**src/oiv_otg_defines.vh**
```
// Register offsets, field positions and reset values of the OTG cable and bus-power status block.
`ifndef OIV_OTG_DEFINES_VH
`define OIV_OTG_DEFINES_VH

// Register byte addresses on the APB bus.
`define OIV_ADDR_CTRL 12'h000
`define OIV_ADDR_EN_RISE 12'h004
`define OIV_ADDR_EN_FALL 12'h008
`define OIV_ADDR_STATUS 12'h00c
`define OIV_ADDR_CK_EN_RISE 12'h010
`define OIV_ADDR_CK_EN_FALL 12'h014
`define OIV_ADDR_CK_STATUS 12'h018
`define OIV_ADDR_RID 12'h01c
`define OIV_ADDR_EVENT 12'h020

// Control register fields.
`define OIV_CTRL_BIAS 0
`define OIV_CTRL_USE_OUTSIDE 1
`define OIV_CTRL_PASS_THRU 2
`define OIV_CTRL_COMPLEMENT 3
`define OIV_CTRL_W 4
`define OIV_CTRL_RST 4'h0

// Interrupt status and enable fields, bus-power and ident group.
`define OIV_BIT_VBUS_VALID 1
`define OIV_BIT_SESS_VALID 2
`define OIV_BIT_SESS_END 3
`define OIV_BIT_ID_GND 4
`define OIV_EN_W 5
`define OIV_EN_RST 5'h1e

// Carkit group: floating-ident flag and its enables.
`define OIV_BIT_ID_FLOAT 0
`define OIV_CK_EN_RST 1'h0

// Event register: bits 4:0 mirror the status layout, bit 5 is the float event.
`define OIV_EVT_FLOAT 5
`define OIV_EVT_W 6

// Resistance codes reported by the ident converter.
`define OIV_RID_GROUND 3'h0
`define OIV_RID_R75 3'h1
`define OIV_RID_R102K 3'h2
`define OIV_RID_R200K 3'h3
`define OIV_RID_R440K 3'h4
`define OIV_RID_FLOAT 3'h5
`define OIV_RID_NONE 3'h7

// Bus-power state encodings carried in the receive command.
`define OIV_VBUS_BELOW_END 2'h0
`define OIV_VBUS_END_TO_VALID 2'h1
`define OIV_VBUS_SESS_VALID 2'h2
`define OIV_VBUS_VALID 2'h3

// Level of the outside bus-valid indicator input, which is tied off.
`define OIV_OUTSIDE_IND_LEVEL 1'h1

`endif

```
**src/oiv_otg_status.v**
```verilog
// OTG cable identification and bus-power status logic with APB registers.
//
// The implementer's own choices: the placing of the registers and the APB register port.
`timescale 1ns/1ns
`include "oiv_otg_defines.vh"

module oiv_otg_status #(
   parameter SYNC_STAGES = 2
) (
   input wire clock_i,
   input wire arst_n_i,
   // APB slave.
   input wire psel_i,
   input wire penable_i,
   input wire pwrite_i,
   input wire [11:0] paddr_i,
   input wire [31:0] pwdata_i,
   output reg [31:0] prdata_o,
   output wire pready_o,
   output reg pslverr_o,
   // Raw analog comparator outputs.
   input wire vbus_valid_cmp_i,
   input wire sess_valid_cmp_i,
   input wire sess_end_cmp_i,
   input wire ident_gnd_cmp_i,
   input wire ident_float_cmp_i,
   // One-hot ident resistance class: ground, 75, 102k, 200k, 440k, floating.
   input wire [5:0] rid_class_i,
   input wire sync_mode_i,
   // Analog controls.
   output reg ident_pin_bias_enable_o,
   output reg sess_end_cmp_en_o,
   output reg vbus_valid_cmp_en_o,
   // Receive command toward the ULPI side.
   output reg rxcmd_req_o,
   input wire rxcmd_ack_i,
   output reg [1:0] rxcmd_vbus_state_o,
   output reg rxcmd_alt_int_o,
   output reg rxcmd_ident_o
);

   // Register storage.
   reg [`OIV_CTRL_W-1:0] ctrl_r;
   reg [`OIV_EN_W-1:0] en_rise_r;
   reg [`OIV_EN_W-1:0] en_fall_r;
   reg ck_en_rise_r;
   reg ck_en_fall_r;
   reg [2:0] rid_r;
   reg [`OIV_EVT_W-1:0] event_r;
   reg [`OIV_EVT_W-1:0] event_nxt;

   // Synchroniser chain, one row per stage, five comparators wide.
   reg [4:0] sync_r [0:SYNC_STAGES-1];
   reg [4:0] cmp_prev_r;
   reg pend_std_r;
   reg pend_alt_r;
   reg [SYNC_STAGES:0] arm_r;

   wire [4:0] cmp_sync;
   wire [4:0] flags;
   wire [4:0] rise;
   wire [4:0] fall;
   wire [4:0] std_evt;
   wire alt_evt;
   wire sess_end_on;
   wire vbus_valid_on;
   wire outside_ind;
   wire bus_valid_src;
   wire apb_wr;
   wire apb_rd;
   wire [31:0] status_word;
   reg [2:0] rid_code;
   reg [1:0] vbus_state;
   integer i;

   // Each stage is read only by the next stage; only the last stage feeds the flag logic.
   always @(posedge clock_i or negedge arst_n_i) begin
      if (!arst_n_i) begin
         for (i = 0; i < SYNC_STAGES; i = i + 1) begin
            sync_r[i] <= 5'h00;
         end
      end else begin
         sync_r[0] <= {ident_gnd_cmp_i, sess_end_cmp_i, sess_valid_cmp_i,
                       vbus_valid_cmp_i, ident_float_cmp_i};
         for (i = 1; i < SYNC_STAGES; i = i + 1) begin
            sync_r[i] <= sync_r[i-1];
         end
      end
   end

   assign cmp_sync = sync_r[SYNC_STAGES-1];

   // The session-end and bus-valid comparators count as disabled when both their edge enables are clear.
   assign sess_end_on = en_rise_r[`OIV_BIT_SESS_END] | en_fall_r[`OIV_BIT_SESS_END];
   assign vbus_valid_on = en_rise_r[`OIV_BIT_VBUS_VALID] |
                          en_fall_r[`OIV_BIT_VBUS_VALID];

   // Flags in status layout; bit 0 carries the floating flag for edge logic.
   // Session-valid is never gated, so its state stays readable when muted.
   assign flags[`OIV_BIT_ID_FLOAT] = cmp_sync[0];
   assign flags[`OIV_BIT_VBUS_VALID] = cmp_sync[1] & vbus_valid_on;
   assign flags[`OIV_BIT_SESS_VALID] = cmp_sync[2];
   assign flags[`OIV_BIT_SESS_END] = cmp_sync[3] & sess_end_on;
   assign flags[`OIV_BIT_ID_GND] = cmp_sync[4];

   // Previous flag values feed the edge detectors.
   always @(posedge clock_i or negedge arst_n_i) begin
      if (!arst_n_i) begin
         cmp_prev_r <= 5'h00;
      end else begin
         cmp_prev_r <= flags;
      end
   end

   // Edges are ignored until the synchroniser and the previous-value register hold
   // real samples, so an idle pin level is not reported as a change after reset.
   // A comparator that moves within those first cycles is seen only as a level.
   always @(posedge clock_i or negedge arst_n_i) begin
      if (!arst_n_i) begin
         arm_r <= {(SYNC_STAGES+1){1'b0}};
      end else begin
         arm_r <= {arm_r[SYNC_STAGES-1:0], 1'b1};
      end
   end

   assign rise = flags & ~cmp_prev_r & {5{arm_r[SYNC_STAGES]}};
   assign fall = ~flags & cmp_prev_r & {5{arm_r[SYNC_STAGES]}};

   // The grounded flag is watched whatever the bias bit holds: the weak pull-up
   // keeps the comparator alive, so a resistor to ground is still reported.
   assign std_evt[`OIV_BIT_ID_GND] = (rise[`OIV_BIT_ID_GND] & en_rise_r[`OIV_BIT_ID_GND]) |
                                     (fall[`OIV_BIT_ID_GND] & en_fall_r[`OIV_BIT_ID_GND]);
   assign std_evt[`OIV_BIT_SESS_END] = (rise[`OIV_BIT_SESS_END] & en_rise_r[`OIV_BIT_SESS_END]) |
                                       (fall[`OIV_BIT_SESS_END] & en_fall_r[`OIV_BIT_SESS_END]);
   assign std_evt[`OIV_BIT_SESS_VALID] =
      (rise[`OIV_BIT_SESS_VALID] & en_rise_r[`OIV_BIT_SESS_VALID]) |
      (fall[`OIV_BIT_SESS_VALID] & en_fall_r[`OIV_BIT_SESS_VALID]);
   assign std_evt[`OIV_BIT_VBUS_VALID] =
      (rise[`OIV_BIT_VBUS_VALID] & en_rise_r[`OIV_BIT_VBUS_VALID]) |
      (fall[`OIV_BIT_VBUS_VALID] & en_fall_r[`OIV_BIT_VBUS_VALID]);
   assign std_evt[0] = 1'b0;

   // Floating-flag changes use the carkit enables and go out as alternate interrupts.
   assign alt_evt = (rise[`OIV_BIT_ID_FLOAT] & ck_en_rise_r) |
                    (fall[`OIV_BIT_ID_FLOAT] & ck_en_fall_r);

   // The outside indicator has no pin; it is a constant high level.
   assign outside_ind = `OIV_OUTSIDE_IND_LEVEL;

   // Source of the bus-valid level carried by the receive command.
   assign bus_valid_src = !ctrl_r[`OIV_CTRL_USE_OUTSIDE] ? flags[`OIV_BIT_VBUS_VALID] :
                          ctrl_r[`OIV_CTRL_PASS_THRU] ?
                          (outside_ind ^ ctrl_r[`OIV_CTRL_COMPLEMENT]) :
                          (flags[`OIV_BIT_VBUS_VALID] &
                           (outside_ind ^ ctrl_r[`OIV_CTRL_COMPLEMENT]));

   // Bus-power state ladder, highest threshold first.
   always @* begin
      if (bus_valid_src) begin
         vbus_state = `OIV_VBUS_VALID;
      end else if (flags[`OIV_BIT_SESS_VALID]) begin
         vbus_state = `OIV_VBUS_SESS_VALID;
      end else if (!flags[`OIV_BIT_SESS_END]) begin
         vbus_state = `OIV_VBUS_END_TO_VALID;
      end else begin
         vbus_state = `OIV_VBUS_BELOW_END;
      end
   end

   // Command data track the live state; a pending request is held until acknowledged,
   // and a new event in the acknowledge cycle keeps the request standing.
   always @(posedge clock_i or negedge arst_n_i) begin
      if (!arst_n_i) begin
         pend_std_r <= 1'b0;
         pend_alt_r <= 1'b0;
         rxcmd_req_o <= 1'b0;
         rxcmd_vbus_state_o <= `OIV_VBUS_BELOW_END;
         rxcmd_alt_int_o <= 1'b0;
         rxcmd_ident_o <= 1'b0;
      end else begin
         pend_std_r <= (|std_evt) | (pend_std_r & ~(rxcmd_req_o & rxcmd_ack_i));
         pend_alt_r <= alt_evt | (pend_alt_r & ~(rxcmd_req_o & rxcmd_ack_i));
         rxcmd_req_o <= (|std_evt) | alt_evt |
                        ((pend_std_r | pend_alt_r) & ~(rxcmd_req_o & rxcmd_ack_i));
         rxcmd_alt_int_o <= alt_evt | (pend_alt_r & ~(rxcmd_req_o & rxcmd_ack_i));
         rxcmd_vbus_state_o <= vbus_state;
         rxcmd_ident_o <= flags[`OIV_BIT_ID_GND];
      end
   end

   // Resistance class to code; an empty or ambiguous class reports no reading.
   always @* begin
      case (rid_class_i)
         6'h01: rid_code = `OIV_RID_GROUND;
         6'h02: rid_code = `OIV_RID_R75;
         6'h04: rid_code = `OIV_RID_R102K;
         6'h08: rid_code = `OIV_RID_R200K;
         6'h10: rid_code = `OIV_RID_R440K;
         6'h20: rid_code = `OIV_RID_FLOAT;
         default: rid_code = `OIV_RID_NONE;
      endcase
   end

   // The code is refreshed only in synchronous mode and held otherwise.
   always @(posedge clock_i or negedge arst_n_i) begin
      if (!arst_n_i) begin
         rid_r <= `OIV_RID_NONE;
      end else if (sync_mode_i) begin
         rid_r <= rid_code;
      end
   end

   // APB decode; the slave answers in the first access cycle.
   assign apb_wr = psel_i & penable_i & pwrite_i;
   assign apb_rd = psel_i & penable_i & ~pwrite_i;
   assign pready_o = 1'b1;

   assign status_word = {27'h0, flags[`OIV_BIT_ID_GND], flags[`OIV_BIT_SESS_END],
                         flags[`OIV_BIT_SESS_VALID], flags[`OIV_BIT_VBUS_VALID],
                         1'b0};

   // Writable registers; enables default so that every comparator but the floating one runs.
   always @(posedge clock_i or negedge arst_n_i) begin
      if (!arst_n_i) begin
         ctrl_r <= `OIV_CTRL_RST;
         en_rise_r <= `OIV_EN_RST;
         en_fall_r <= `OIV_EN_RST;
         ck_en_rise_r <= `OIV_CK_EN_RST;
         ck_en_fall_r <= `OIV_CK_EN_RST;
      end else if (apb_wr) begin
         if (paddr_i == `OIV_ADDR_CTRL) begin
            ctrl_r <= pwdata_i[`OIV_CTRL_W-1:0];
         end else if (paddr_i == `OIV_ADDR_EN_RISE) begin
            en_rise_r <= {pwdata_i[`OIV_EN_W-1:1], 1'b0};
         end else if (paddr_i == `OIV_ADDR_EN_FALL) begin
            en_fall_r <= {pwdata_i[`OIV_EN_W-1:1], 1'b0};
         end else if (paddr_i == `OIV_ADDR_CK_EN_RISE) begin
            ck_en_rise_r <= pwdata_i[`OIV_BIT_ID_FLOAT];
         end else if (paddr_i == `OIV_ADDR_CK_EN_FALL) begin
            ck_en_fall_r <= pwdata_i[`OIV_BIT_ID_FLOAT];
         end
      end
   end

   // Sticky event record; a write of one clears, but a new event wins the same cycle.
   always @* begin
      event_nxt = event_r;
      if (apb_wr && paddr_i == `OIV_ADDR_EVENT) begin
         event_nxt = event_r & ~pwdata_i[`OIV_EVT_W-1:0];
      end
      event_nxt = event_nxt | {alt_evt, std_evt};
   end

   always @(posedge clock_i or negedge arst_n_i) begin
      if (!arst_n_i) begin
         event_r <= 6'h00;
      end else begin
         event_r <= event_nxt;
      end
   end

   // Read mux and error answer for unmapped addresses.
   always @* begin
      prdata_o = 32'h0;
      pslverr_o = 1'b0;
      if (paddr_i == `OIV_ADDR_CTRL) begin
         prdata_o = {28'h0, ctrl_r};
      end else if (paddr_i == `OIV_ADDR_EN_RISE) begin
         prdata_o = {27'h0, en_rise_r};
      end else if (paddr_i == `OIV_ADDR_EN_FALL) begin
         prdata_o = {27'h0, en_fall_r};
      end else if (paddr_i == `OIV_ADDR_STATUS) begin
         prdata_o = status_word;
      end else if (paddr_i == `OIV_ADDR_CK_EN_RISE) begin
         prdata_o = {31'h0, ck_en_rise_r};
      end else if (paddr_i == `OIV_ADDR_CK_EN_FALL) begin
         prdata_o = {31'h0, ck_en_fall_r};
      end else if (paddr_i == `OIV_ADDR_CK_STATUS) begin
         prdata_o = {31'h0, flags[`OIV_BIT_ID_FLOAT]};
      end else if (paddr_i == `OIV_ADDR_RID) begin
         prdata_o = {29'h0, rid_r};
      end else if (paddr_i == `OIV_ADDR_EVENT) begin
         prdata_o = {26'h0, event_r};
      end else begin
         pslverr_o = psel_i & penable_i;
      end
      if (!apb_rd) begin
         prdata_o = 32'h0;
      end
   end

   // Analog controls. The strong pull-up stays on while float detection is wanted,
   // and drops out to save current once bias and both float enables are clear.
   always @(posedge clock_i or negedge arst_n_i) begin
      if (!arst_n_i) begin
         ident_pin_bias_enable_o <= 1'b0;
         sess_end_cmp_en_o <= 1'b0;
         vbus_valid_cmp_en_o <= 1'b0;
      end else begin
         ident_pin_bias_enable_o <= ctrl_r[`OIV_CTRL_BIAS] | ck_en_rise_r |
                                    ck_en_fall_r;
         sess_end_cmp_en_o <= sess_end_on;
         vbus_valid_cmp_en_o <= vbus_valid_on;
      end
   end

endmodule

```
**config.mk**
```make
export PLATFORM = sky130hd
export DESIGN_NAME = oiv_otg_status
export DESIGN_NICKNAME = d
export VERILOG_FILES = /design/src/oiv_otg_status.v
export VERILOG_INCLUDE_DIRS = /design/src
export SDC_FILE = /design/constraint.sdc
export NUM_CORES = 1
export LEC_CHECK = 0
export ABC_AREA = 1
export ABC_CLOCK_PERIOD_IN_PS = 1300
export BUFFER_PORTS_ARGS = -buffer_cell sky130_fd_sc_hd__clkbuf_2
export CORE_UTILIZATION = 44
export CTS_BUF_LIST = sky130_fd_sc_hd__clkbuf_16
export DETAILED_ROUTE_END_ITERATION = 12
export PLACE_DENSITY = 0.76
export SLEW_MARGIN = 20
export SYNTH_ARGS = -nofsm -noshare
export SYNTH_HDL_FRONTEND = slang
export SYNTH_SLANG_ARGS = --single-unit
```
**constraint.sdc**
```tcl
create_clock -name clock_i -period 1.3 [get_ports clock_i]
set_input_delay 0.26 -clock clock_i [delete_from_list [all_inputs] [get_ports clock_i]]
set_output_delay 0.26 -clock clock_i [all_outputs]
set_load 0.05 [all_outputs]
```
==> results of run 1 <==
-- power groups by stage --
stage | Clock, mW | Combinational (mW) | Sequential, mW
CTS | 1.66 | 0.572 | 1.61
detailed placement | 0 | 0.549 | 1.64
global route | 1.72 | 0.630 | 1.62
global placement | 0 | 0.542 | 1.63
finish | 1.63 | 0.582 | 1.61
floorplan | 0 | 0.366 | 1.69
-- worst paths after layout --
check / end / cells past startpoint / slack [ns]
max: prdata_o[1] / 7 / -0.52
min: sync_r[8] / 1 / 0.08
max reg2reg: rxcmd_req_o / 6 / -0.04
min reg2reg: cmp_sync[2] / 0 / 0.35
max in group asynchronous: en_rise_r[4] / 3 / 0.52
min in group asynchronous: sync_r[7] / 3 / 0.50
-- through the flow --
step / setup TNS (ns) / area [um^2] / hold WS (ns)
finish: -3.715 / 3835 / 0.07674
global placement: -6.727 / 3385 / 0.2667
floorplan: -1.226 / 2851 / -0.03559
CTS: -3.355 / 3769 / 0.07121
detailed placement: -7.510 / 3385 / 0.2665
global route: -5.380 / 3835 / 0.06307
-- what timing repair did --
| action | 4_1_cts | 5_1_grt |
|---|---|---|
| gates resized for setup | 26 | 18 |
| hold buffers | 1 | 0 |
| pin swaps | 16 | 15 |
| endpoints found under the setup margin | 17 | 28 |
| buffers inserted | 11 | 5 |
| hold endpoints to repair | 38 | 0 |
-- sequential cells by signal, summed over array words and instances, names as in the netlist, 2 cells and up --
signal	flops
arm_r	3
cmp_prev_r	5
cmp_sync	5
ctrl_r	4
en_fall_r	4
en_rise_r	4
event_r	6
rid_r	3
rxcmd_vbus_state_o	2
sync_r	5
-- cell type report --
type	instances	area [um^2]	area share
Multi-Input combinational cell	235	1358	0.3540
Sequential cell	49	1240	0.3233
Timing Repair Buffer	103	804.5	0.2098
Inverter	38	152.6	0.03980
Clock buffer	5	125.1	0.03263
Tap cell	72	90.09	0.02349
Clock inverter	3	65.06	0.01697
-- routing by layer --
metal,GRT usage,vias up,wire [um]
met2,0.3923,75,3413
met4,0.09091,0,140
met5,0,-,0
met1,0.2725,1169,2786
li1,-,1203,-
met3,0.04229,17,242
-- kinds of logic (layout without fill, tap and decap cells) --
kind of cell,count (synthesis),count (layout),synth area share
buffers and inverters,65,149,0.1309
DFF,49,49,0.4668
xor gates and xnor gates,1,1,0.003298
other,2,28,0.002827
AOI/OAI and AO/OA,44,44,0.09091
and+or+nand+nor,162,162,0.3052
-- layout by cell type, fill, tap and decap left out, types with 2 or more instances in the layout --
cell type	Yosys	routed
sky130_fd_sc_hd__nand2_1	64	54
sky130_fd_sc_hd__buf_4	27	47
sky130_fd_sc_hd__clkbuf_2	0	41
sky130_fd_sc_hd__dfrtp_1	38	38
sky130_fd_sc_hd__conb_1	2	28
sky130_fd_sc_hd__inv_1	33	26
sky130_fd_sc_hd__nor2_1	33	26
sky130_fd_sc_hd__o21ai_1	8	15
sky130_fd_sc_hd__nand3_1	18	15
sky130_fd_sc_hd__nor2_4	7	13
sky130_fd_sc_hd__dfstp_2	11	11
sky130_fd_sc_hd__nand2_4	2	10
sky130_fd_sc_hd__nand2_2	7	9
sky130_fd_sc_hd__o21ai_0	17	9
sky130_fd_sc_hd__buf_12	0	9
sky130_fd_sc_hd__inv_2	4	8
sky130_fd_sc_hd__a21oi_1	10	8
sky130_fd_sc_hd__nand3_2	4	5
sky130_fd_sc_hd__nor2_2	4	5
sky130_fd_sc_hd__nor3_1	5	5
sky130_fd_sc_hd__nand4_1	5	5
sky130_fd_sc_hd__clkbuf_16	0	5
sky130_fd_sc_hd__buf_6	0	5
sky130_fd_sc_hd__inv_4	1	4
sky130_fd_sc_hd__nand3b_1	4	4
sky130_fd_sc_hd__a31oi_1	4	4
sky130_fd_sc_hd__or2_2	3	2
sky130_fd_sc_hd__nand3_4	0	2
sky130_fd_sc_hd__bufinv_16	0	2
==> metrics list, run 1 <==
* Top FF cell, synth: sky130_fd_sc_hd__dfrtp_1
- Arrival time at the worst endpoint: around 1.6 ns
* Beginning of the worst register-to-register path: en_fall_r[1]
* Initial core utilization: 0.4680
- Fraction of the yosys area taken by sequential cells: 0.4668
* Core footprint: 5675 um^2
- For the final database, setup skew stands at about 0.006 ns.
* Cell area after synthesis: approximately 2700 um^2
* Wire length per cell: 13.04 um
- Placer congestion estimate: 0.8444
* Critical path fanouts, max: 2
- Post-Route WL: 6583 um
- Of the total power, combinational logic draws 0.152.
- Beginning of the worst hold path: sess_end_cmp_i
- Post-placement worst setup slack: -0.5124 ns
- Result of the run: finished, violations left
- Fraction of final layout cells sized beyond drive strength 1: 0.4296
* Share of the core filled with cells: 0.6757
- FMAX: 549.6 MHz
- For this run, design rule violations remaining after detail routing come to 0.
* Cell seen most often among critical-path stages: sky130_fd_sc_hd__nor2_4
- Largest net degree at the start of global routing: 50
- Internal Pwr Total: about 2.8 mW
- Setup repair after global routing missed its margin: true
- Clock latency reported for the late side of the worst-skew pair: 0.29 ns
- Worst-path cell chain: nor2_4, nor2_4, nand4_1, nand2_1, o21ai_2, a21oi_4, buf_12
- Pin placement for this block handled between 100 and 150 I/O pins.
* Number of antenna violations at the first check in global routing: 0
- The first routing iteration left 149 violations.
* Cell taking the most area after synthesis: sky130_fd_sc_hd__dfrtp_1
* Number of global-route vias before repair: around 2400
* Syn-to-layout area delta: 44.37%
- Overflow left after global routing: 0
- Post-layout nets: 494
- The netlist uses 34 different library cells.
* Count of mapped cells out of synthesis: 323
* Cts bufs inserted: 5
* H-tree levels: 2
- sky130_fd_sc_hd__nand2_1 is the most common cell in the netlist.
- Summed over all cells, the static leakage comes to between 1.5 and 2 nW.
- The worst-case IR drop observed on VDD is 0.0008015 V.
* Launching element type of the critical path: flip-flop
* Non-filler instance count after layout: 505
* Warning count from the yosys run: 0
- Fill cells in the final layout number 437.
- Number of routed nets with antenna violations: 0
- Hold Vio Cnt, Final: 0
* Via count: about 2500
- Total routing resource utilization after global routing: 0.2256
- Counting flops and latches in the post-synthesis netlist gives 49.
- The design draws 3.821 mW.
- After layout, the worst setup slack is -0.5195 ns.
- Of the post-synthesis cell area, the dominant cell type holds 0.3580.
* Number of flops mapped to enable cells by yosys: 0
* Min Tclk post-route: 1.819 ns
* Setup crit start: en_fall_r[1]
- Area of the die: 6352 um^2
- Proportion of power drawn by the clock network: 0.426
- The first detailed-routing pass ran for 4 iterations.
- The share of total power dissipated in sequential elements is 0.421.
- Dividing the final minimum period by the clock period gives 1.400.
- Cell types with the highest counts after synthesis: 64 x sky130_fd_sc_hd__nand2_1, 38 x sky130_fd_sc_hd__dfrtp_1, 33 x sky130_fd_sc_hd__inv_1, 33 x sky130_fd_sc_hd__nor2_1, 27 x sky130_fd_sc_hd__buf_4
- The path class of the tightest hold or removal check is input port to flip-flop.
* Fraction of synthesis flops using an asynchronous set or reset pin: 1.000
* Maximum capacitance violations: 0
- Row generation in the floorplan step produced 27 rows.
- Total number of clock tree sinks: 49
- 0 antenna diodes ended up in the layout.
* Critical-path cell with the highest stage delay: sky130_fd_sc_hd__dfstp_2
* Vias per std cell: 4.879
* Placed instance count: between 400 and 500
* Max-slew violation total from the final report: 0
- The first global-routing pass estimated 10780 um of wire.
- Buffer and inverter count on the worst path: 1
- Critical path's largest stage delay: 0.56 ns
- STA puts the critical path data required time at approximately 1.0 ns.
- Die Wd: about 80 um
* Synth Area per Inst: between 8 and 9 um^2
- Power spread over the standard cell area amounts to 996.3 nW/um^2.
- Kind of end point of the critical path: output port
* Failing checks: negative setup slack
* Clock root buffer master: sky130_fd_sc_hd__clkbuf_16
* Port Buf Inserts: 50
- Net switching power: 986.8 uW
* Main area contributors after synthesis: sky130_fd_sc_hd__dfrtp_1 36%, sky130_fd_sc_hd__dfstp_2 11%, sky130_fd_sc_hd__nand2_1 9.0%, sky130_fd_sc_hd__buf_4 7.6%, sky130_fd_sc_hd__inv_1 4.7%
* CTS tree: yes
- By startpoint and endpoint, the worst setup path is classified as flip-flop to output port.
- The die is approximately 80 um tall.
- # setup viols final: 23
- The longest clock path from root to sink contains 2 buffers.
- Final HPWL from detailed placement: 4804 um
- Clock slew seen by the registers of the worst setup and hold paths: approximately 0.07 ns
* Top cell family by delay on the critical path: flip-flops
* Net switching fraction of the power: 0.2583
No activity file was read; power rests on OpenSTA's default activity.
==> run 2: changes to the inputs <==
--- a/config.mk
+++ b/config.mk
@@ -12,6 +12,7 @@
 export CORE_UTILIZATION = 44
 export CTS_BUF_LIST = sky130_fd_sc_hd__clkbuf_16
 export DETAILED_ROUTE_END_ITERATION = 12
+export GPL_TIMING_DRIVEN = 0
 export PLACE_DENSITY = 0.76
 export SLEW_MARGIN = 20
 export SYNTH_ARGS = -nofsm -noshare
==> metrics list, run 2 (synthesis results as in run 1) <==
- In the final routed layout, each cell accounts on average for 12.84 um.
- Of the total power, registers draw 0.472.
* Critical path's largest stage delay: 0.35 ns
* Drt first-iter violations: 148
- The total overflow left after global routing is 0.
* H-tree levels: 2
- The first global-routing pass estimated roughly 10000 um of wire.
- Max-slew violation total from the final report: 0
- Net switching fraction of the power: 0.2820
- The tree is rooted in a sky130_fd_sc_hd__clkbuf_16.
* Final HPWL from detailed placement: approximately 4600 um
- Using the TritonRoute via totals, the vias-per-cell ratio works out to about 4.9.
* Detailed Routing Iterations Pass 1: 4
- The total count of hold-check failures in the final report is 0.
- Top cell family by delay on the critical path: simple AND/OR/NAND/NOR gates
- Fraction of final layout cells sized beyond drive strength 1: 0.3957
- Maximum capacitance violations: 0
- Die Wd: 79.70 um
- Count of unresolved DRC violations after routing: 0
- Max-slew headroom at the worst pin: 0.5659
- Traced cell by cell, the critical path runs through clkbuf_2, inv_2, nand3_2, nor2_4, nand2_4, nand2_1, nor3_1, nand2_2, nand2_4, clkbuf_16.
- The number of global-route vias before repair is 2209.
- Initial core utilization: 0.4680
* Register with the most flip-flops: event_r
* Syn-to-layout area delta: 37.49%
- The worst setup path is launched from an input port.
- Most common cell after layout, fill and taps aside: sky130_fd_sc_hd__nand2_1
- Layout filler cell count: ~480
- Area of the die: 6352 um^2
* Share of the core filled with cells: 0.6435
- STA classifies the critical path endpoint as an output port.
- At the later pin of the worst-skew pair, clock insertion delay measures 0.28 ns.
- Tcrit/Tclk final: 1.452
- Summed over all cells, the static leakage comes to 1.846 nW.
* Buffer and inverter count on the worst path: 3
- Proportion of power drawn by the clock network: 0.351
* Core footprint: 5675 um^2
- The internal power of the cells totals around 2.4 mW.
* Ports placed on the boundary: 104
- In this run the remaining antenna-violating nets after routing total 0.
- Combinational Power Share: 0.177
- Counting I/O delays and the setup requirement, the final critical path takes 1.888 ns.
- The flow ran to the end, but the final reports show violations.
- Cts bufs inserted: 5
- Number of hold buffers added after cts: 0
- The register with the most flip-flops in the layout has 6 of them.
- The final reports fail on negative setup slack.
- Port buffering added 50 buffers.
- CTS tree: yes
* # setup viols final: 9
- Entering global routing, the biggest net connects 50 pins.
- Top library cells by usage in the layout, fill and taps aside: 57 x sky130_fd_sc_hd__nand2_1, 39 x sky130_fd_sc_hd__buf_4, 39 x sky130_fd_sc_hd__clkbuf_2, 38 x sky130_fd_sc_hd__dfrtp_1, 30 x sky130_fd_sc_hd__inv_1
- Post-layout nets: 483
* Category of the critical setup timing path: input port to output port
- Worst EP required: 1.04 ns
- The path class of the tightest hold or removal check is input port to async pin.
- Clock Skews: 0.004510 ns
- Arrival time at the worst endpoint: 1.63 ns
- For this design the ratio of total power to cell area is 934.2 nW/um^2.
- Critical-path cell with the highest stage delay: sky130_fd_sc_hd__nor3_1
- At the pin with the least slew margin, the transition time is 0.6512 ns.
* FMAX: 529.6 MHz
- Net switching power: 962.1 uW
- Clock slew seen by the registers of the worst setup and hold paths: ~0.06 ns
- Critical path fanouts, max: 6
- The longest clock path from root to sink contains 2 buffers.
- The worst-case IR drop observed on VDD is 0.0009198 V.
* Setup slack of the critical path after layout: -0.5882 ns
- In the global route stage, overall resource usage came out at 0.2104.
- Post-route worst hold slack: 0.01171 ns
- 0 antenna diodes ended up in the layout.
- Summing over every cut layer, the via total after detailed routing is 2445.
- Die span in y: between 70 and 80 um
- Routability-driven placement finished with a final weighted congestion of 0.9085.
* Cell seen most often among critical-path stages: sky130_fd_sc_hd__nand2_4
- Total number of clock tree sinks: approximately 50
- The final layout contains routed wiring with a total length of roughly 6300 um.
* Std cell rows: 27
- Number of antenna violations at the first check in global routing: 0
- Setup repair after global routing could not meet its margin everywhere.
[run 2: changes by cell type in the layout (fill, tap and decap cells not counted), sizes merged]
cell         change
inv              +2
buf             -14
dlygate4sd3      -1
clkbuf           +4
bufinv           -2
[run 2: final cells by class]
| class | count | area (um^2) | share of cell area |
|---|---|---|---|
| Multi-Input combinational cell | 235 | 1333 | 0.3649 |
| Sequential cell | 49 | 1240 | 0.3395 |
| Timing Repair Buffer | 65 | 493.0 | 0.1350 |
| Buffer | 27 | 202.7 | 0.05550 |
| Inverter | 38 | 157.7 | 0.04317 |
| Clock buffer | 5 | 125.1 | 0.03426 |
| Tap cell | 72 | 90.09 | 0.02467 |
| Clock inverter | 3 | 11.26 | 0.003083 |
[run 2: final timing paths]
path / slack [ns] / cells after the start / end / startpoint
max in group asynchronous: 0.83 / 1 / arm_r[2] / arst_n_i
worst max-delay path: -0.59 / 10 / prdata_o[2] / paddr_i[3]
worst max register to register: -0.02 / 6 / rxcmd_req_o / en_fall_r[1]
worst min register to register: 0.34 / 0 / cmp_sync[1] / sync_r[6]
worst min-delay path: 0.01 / 1 / sync_r[8] / arst_n_i
min in group clock_i: 0.08 / 1 / sync_r[7] / sess_valid_cmp_i
[run 2: worst register-to-register path, delay by kind of cell (launching register included)]
family / cells / cell delay (ns)
AND/OR/NAND/NOR: 3 / 0.43
buffers and inverters: 2 / 0.14
AO/OA/AOI/OAI: 1 / 0.12
flip-flops: 1 / 0.56
[run 2: per-stage QoR]
step                      cell area, um^2  setup slack (ns)  power [mW]  setup TNS, ns  cells
after floorplan                      2851           -0.2367       2.052         -1.226    349
after global placement               3192           -0.6155       2.194         -4.659    471
after detailed placement             3194           -0.6131       2.206         -5.129    471
after CTS                            3542           -0.5387       3.423         -3.358    489
after global routing                 3652           -0.6003       3.569         -3.935    494
final                                3652           -0.5882       3.412         -3.388    494
[run 2: timing repair]
action / 4_1_cts / 5_1_grt
pin swaps: 13 / 19
resized for setup: 26 / 30
setup buffers: 10 / 5
endpoints found under the hold margin: 0 / 0
endpoints found under the setup margin: 7 / 9
[run 2: layer usage]
metal,vias up,global-route usage,wire (um),part of all wire
li1,1186,-,-,-
met1,1145,0.2723,2650,0.42
met2,100,0.3530,3201,0.50
met3,14,0.04114,378,0.060
met4,0,0.06545,113,0.018
met5,-,0,0,0
[run 2: power groups by stage]
| stage | sequential (mW) | clock, mW | combinational [mW] |
|---|---|---|---|
| 2_1_floorplan | 1.69 | 0 | 0.366 |
| 3_3_place_gp | 1.63 | 0 | 0.560 |
| 3_5_place_dp | 1.64 | 0 | 0.568 |
| 4_1_cts | 1.61 | 1.23 | 0.580 |
| 5_1_grt | 1.62 | 1.30 | 0.646 |
| 6_report | 1.61 | 1.20 | 0.603 |
==> run 3: changes to the inputs <==
--- a/config.mk
+++ b/config.mk
@@ -14,6 +14,7 @@
 export DETAILED_ROUTE_END_ITERATION = 12
 export GPL_TIMING_DRIVEN = 0
 export PLACE_DENSITY = 0.76
+export RECOVER_POWER = 25
 export SLEW_MARGIN = 20
 export SYNTH_ARGS = -nofsm -noshare
 export SYNTH_HDL_FRONTEND = slang
==> metrics list, run 3 (synthesis results as in run 1) <==
- The flow ran to the end, but the final reports show violations.
- Failing checks: negative setup slack
- The top cell types in the final layout, fill and taps aside, are 57 x sky130_fd_sc_hd__nand2_1, 40 x sky130_fd_sc_hd__clkbuf_2, 39 x sky130_fd_sc_hd__buf_4, 38 x sky130_fd_sc_hd__dfrtp_1, 30 x sky130_fd_sc_hd__inv_1.
- Via count: 2445
- Std cell rows: 27
- Syn-to-layout area delta: 37.40%
* Critical path's largest stage delay: 0.35 ns
- Wire length per cell: 12.84 um
- Register with the most flip-flops: event_r
- The count of pins over their slew limit came to 0.
* CTS tree: yes
- Layout filler cell count: 479
- Category of the critical setup timing path: input port to output port
* Post-layout nets: 483
* Min-delay worst type: input port to flip-flop
- Setup repair after global routing missed its margin: true
- Top cell family by delay on the critical path: simple AND/OR/NAND/NOR gates
- Initial core utilization: 0.4680
- Setup violations remaining at the end of the flow were counted as 9.
* Die Wd: ~80 um
- Clock slew seen by the registers of the worst setup and hold paths: approximately 0.06 ns
- Hold Vio Cnt, Final: 0
- GR Util met1: 0.2723
- Drt first-iter violations: about 150
- Cell seen most often among critical-path stages: sky130_fd_sc_hd__nand2_4
* Tightest Pin Transition: 1.177 ns
- Die span in y: 79.70 um
- The worst-case IR drop observed on VDD is slightly above 0.0009 V.
- The number of global-route vias before repair came to 2209.
* Cts bufs inserted: 5
- The first detailed-routing pass took 4 iterations.
* Worst EP required: approximately 1.0 ns
- Post-route worst hold slack: a little under 0.08 ns
- Met3 GRT Util: 0.04114
- The worst path in the final design needs a cycle of ~1.9 ns, including I/O delays and setup.
* Non-filler instance count after layout: 494
- The total overflow left after global routing is 0.
* Fraction of final layout cells sized beyond drive strength 1: 0.3957
- FMAX: 529.6 MHz
* Most common cell after layout, fill and taps aside: sky130_fd_sc_hd__nand2_1
* Maximum capacitance violations: 0
- Final HPWL from detailed placement: 4585 um
* Total number of clock tree sinks: 49
- STA classifies the critical path startpoint as an input port.
- Total routing resource utilization after global routing: 0.2104
- First-pass GRT wire length: 10070 um
* Tcrit/Tclk final: 1.452
- Largest net degree at the start of global routing: 50
- STA puts the critical path data arrival time at around 1.6 ns.
- At the end of routability-driven placement, the weighted congestion stood at between 0.9 and 1.
- For the final database, setup skew stands at around 0.0045 ns.
- After clock tree synthesis, the flow added hold-fix buffers numbering 0.
* Number of antenna violations at the first check in global routing: 0
- In the routed design, unresolved DRC markers number 0.
- Placed instance count: ~470
- The count of nets left with antenna violations once routing finished came out at 0.
- Worst-path cell chain: clkbuf_2, inv_2, nand3_2, nor2_4, nand2_4, nand2_1, nor3_1, nand2_2, nand2_4, clkbuf_16
* Area of the die: around 6400 um^2
* Antenna diode instance count: 0
- In this run the most used layer during global routing was met2.
* Flip-flop count of the largest register, all copies and words added: 6
* Buffer and inverter count on the worst path: 3
* Port Buf Inserts: 50
- After routing, the total negative slack on setup checks comes to -3.388 ns.
- Post-placement worst setup slack: -0.6131 ns
- The later pin in the worst-skew pair is clocked with a latency of 0.28 ns.
* Max-slew headroom at the worst pin: 0.2155
- Setup slack of the critical path after layout: -0.5882 ns
- Critical-path cell with the highest stage delay: sky130_fd_sc_hd__nor3_1
* Post-Route WL: approximately 6300 um
- Max Buffers Root-to-Sink: 2
- CTS built an H-tree with a depth of 2.
* Core footprint: between 5000 and 6000 um^2
* Clock root buffer master: sky130_fd_sc_hd__clkbuf_16
* Leakage power figure: 1.845 nW
- Power density over the cells: roughly 930 nW/um^2
* Critical path fanouts, max: 6
- Vias per std cell: 4.949
* M2 GR Usage: 0.3530
- Area of all placed cells without fillers: approximately 3600 um^2
- STA classifies the critical path endpoint as an output port.
* Total chip power: 3.411 mW
- For this run, the share of the core covered by cells in the final layout is 0.6431.
- Ports placed on the boundary: 104
* Post-place instance area: 3194 um^2
-- run 3: layout make-up --
type / count / area, um^2 / share of cell area
Buffer: 27 / 202.7 / 0.05554
Clock inverter: 3 / 11.26 / 0.003085
Multi-Input combinational cell: 235 / 1333 / 0.3651
Timing Repair Buffer: 65 / 490.5 / 0.1344
Sequential cell: 49 / 1240 / 0.3397
Tap cell: 72 / 90.09 / 0.02468
Clock buffer: 5 / 125.1 / 0.03428
Inverter: 38 / 157.7 / 0.04320
-- run 3: worst paths after layout --
kind	start	to	slack, ns	cells after the start
max	paddr_i[3]	prdata_o[2]	-0.59	10
min	sess_valid_cmp_i	sync_r[7]	0.08	1
max reg2reg	en_fall_r[1]	rxcmd_req_o	-0.02	6
min reg2reg	sync_r[6]	cmp_sync[1]	0.34	0
max in group asynchronous	arst_n_i	arm_r[2]	0.37	1
min in group asynchronous	arst_n_i	sync_r[8]	0.19	1
-- run 3: layer usage --
metal,up-vias,share of wire
met5,-,0
met4,0,0.018
met3,14,0.060
met2,100,0.50
met1,1145,0.42
li1,1186,-
-- run 3: where the power goes --
group | switching [mW] | leakage (nW) | internal, mW | total (mW)
Sequential | 0.0284 | 0.559 | 1.58 | 1.61
Combinational | 0.428 | 1.21 | 0.174 | 0.602
Clock | 0.506 | 0.0738 | 0.692 | 1.20
Total | 0.962 | 1.85 | 2.45 | 3.41
-- run 3: repair_timing --
| action | 4_1_cts | 5_1_grt |
|---|---|---|
| pin swaps | 13 | 19 |
| cloned | 0 | 0 |
| resized for setup | 26 | 30 |
| buffers inserted | 10 | 5 |
| setup endpoints to repair | 7 | 9 |
| hold endpoints to repair | 0 | 0 |
-- run 3: worst register-to-register path, stage by stage, from the launching register on --
cell                       delay (ns)
sky130_fd_sc_hd__dfstp_2         0.56
sky130_fd_sc_hd__buf_6           0.11
sky130_fd_sc_hd__inv_4           0.03
sky130_fd_sc_hd__o21ai_2         0.12
sky130_fd_sc_hd__nand3b_1        0.14
sky130_fd_sc_hd__nand4_1         0.17
sky130_fd_sc_hd__nand3b_1        0.12
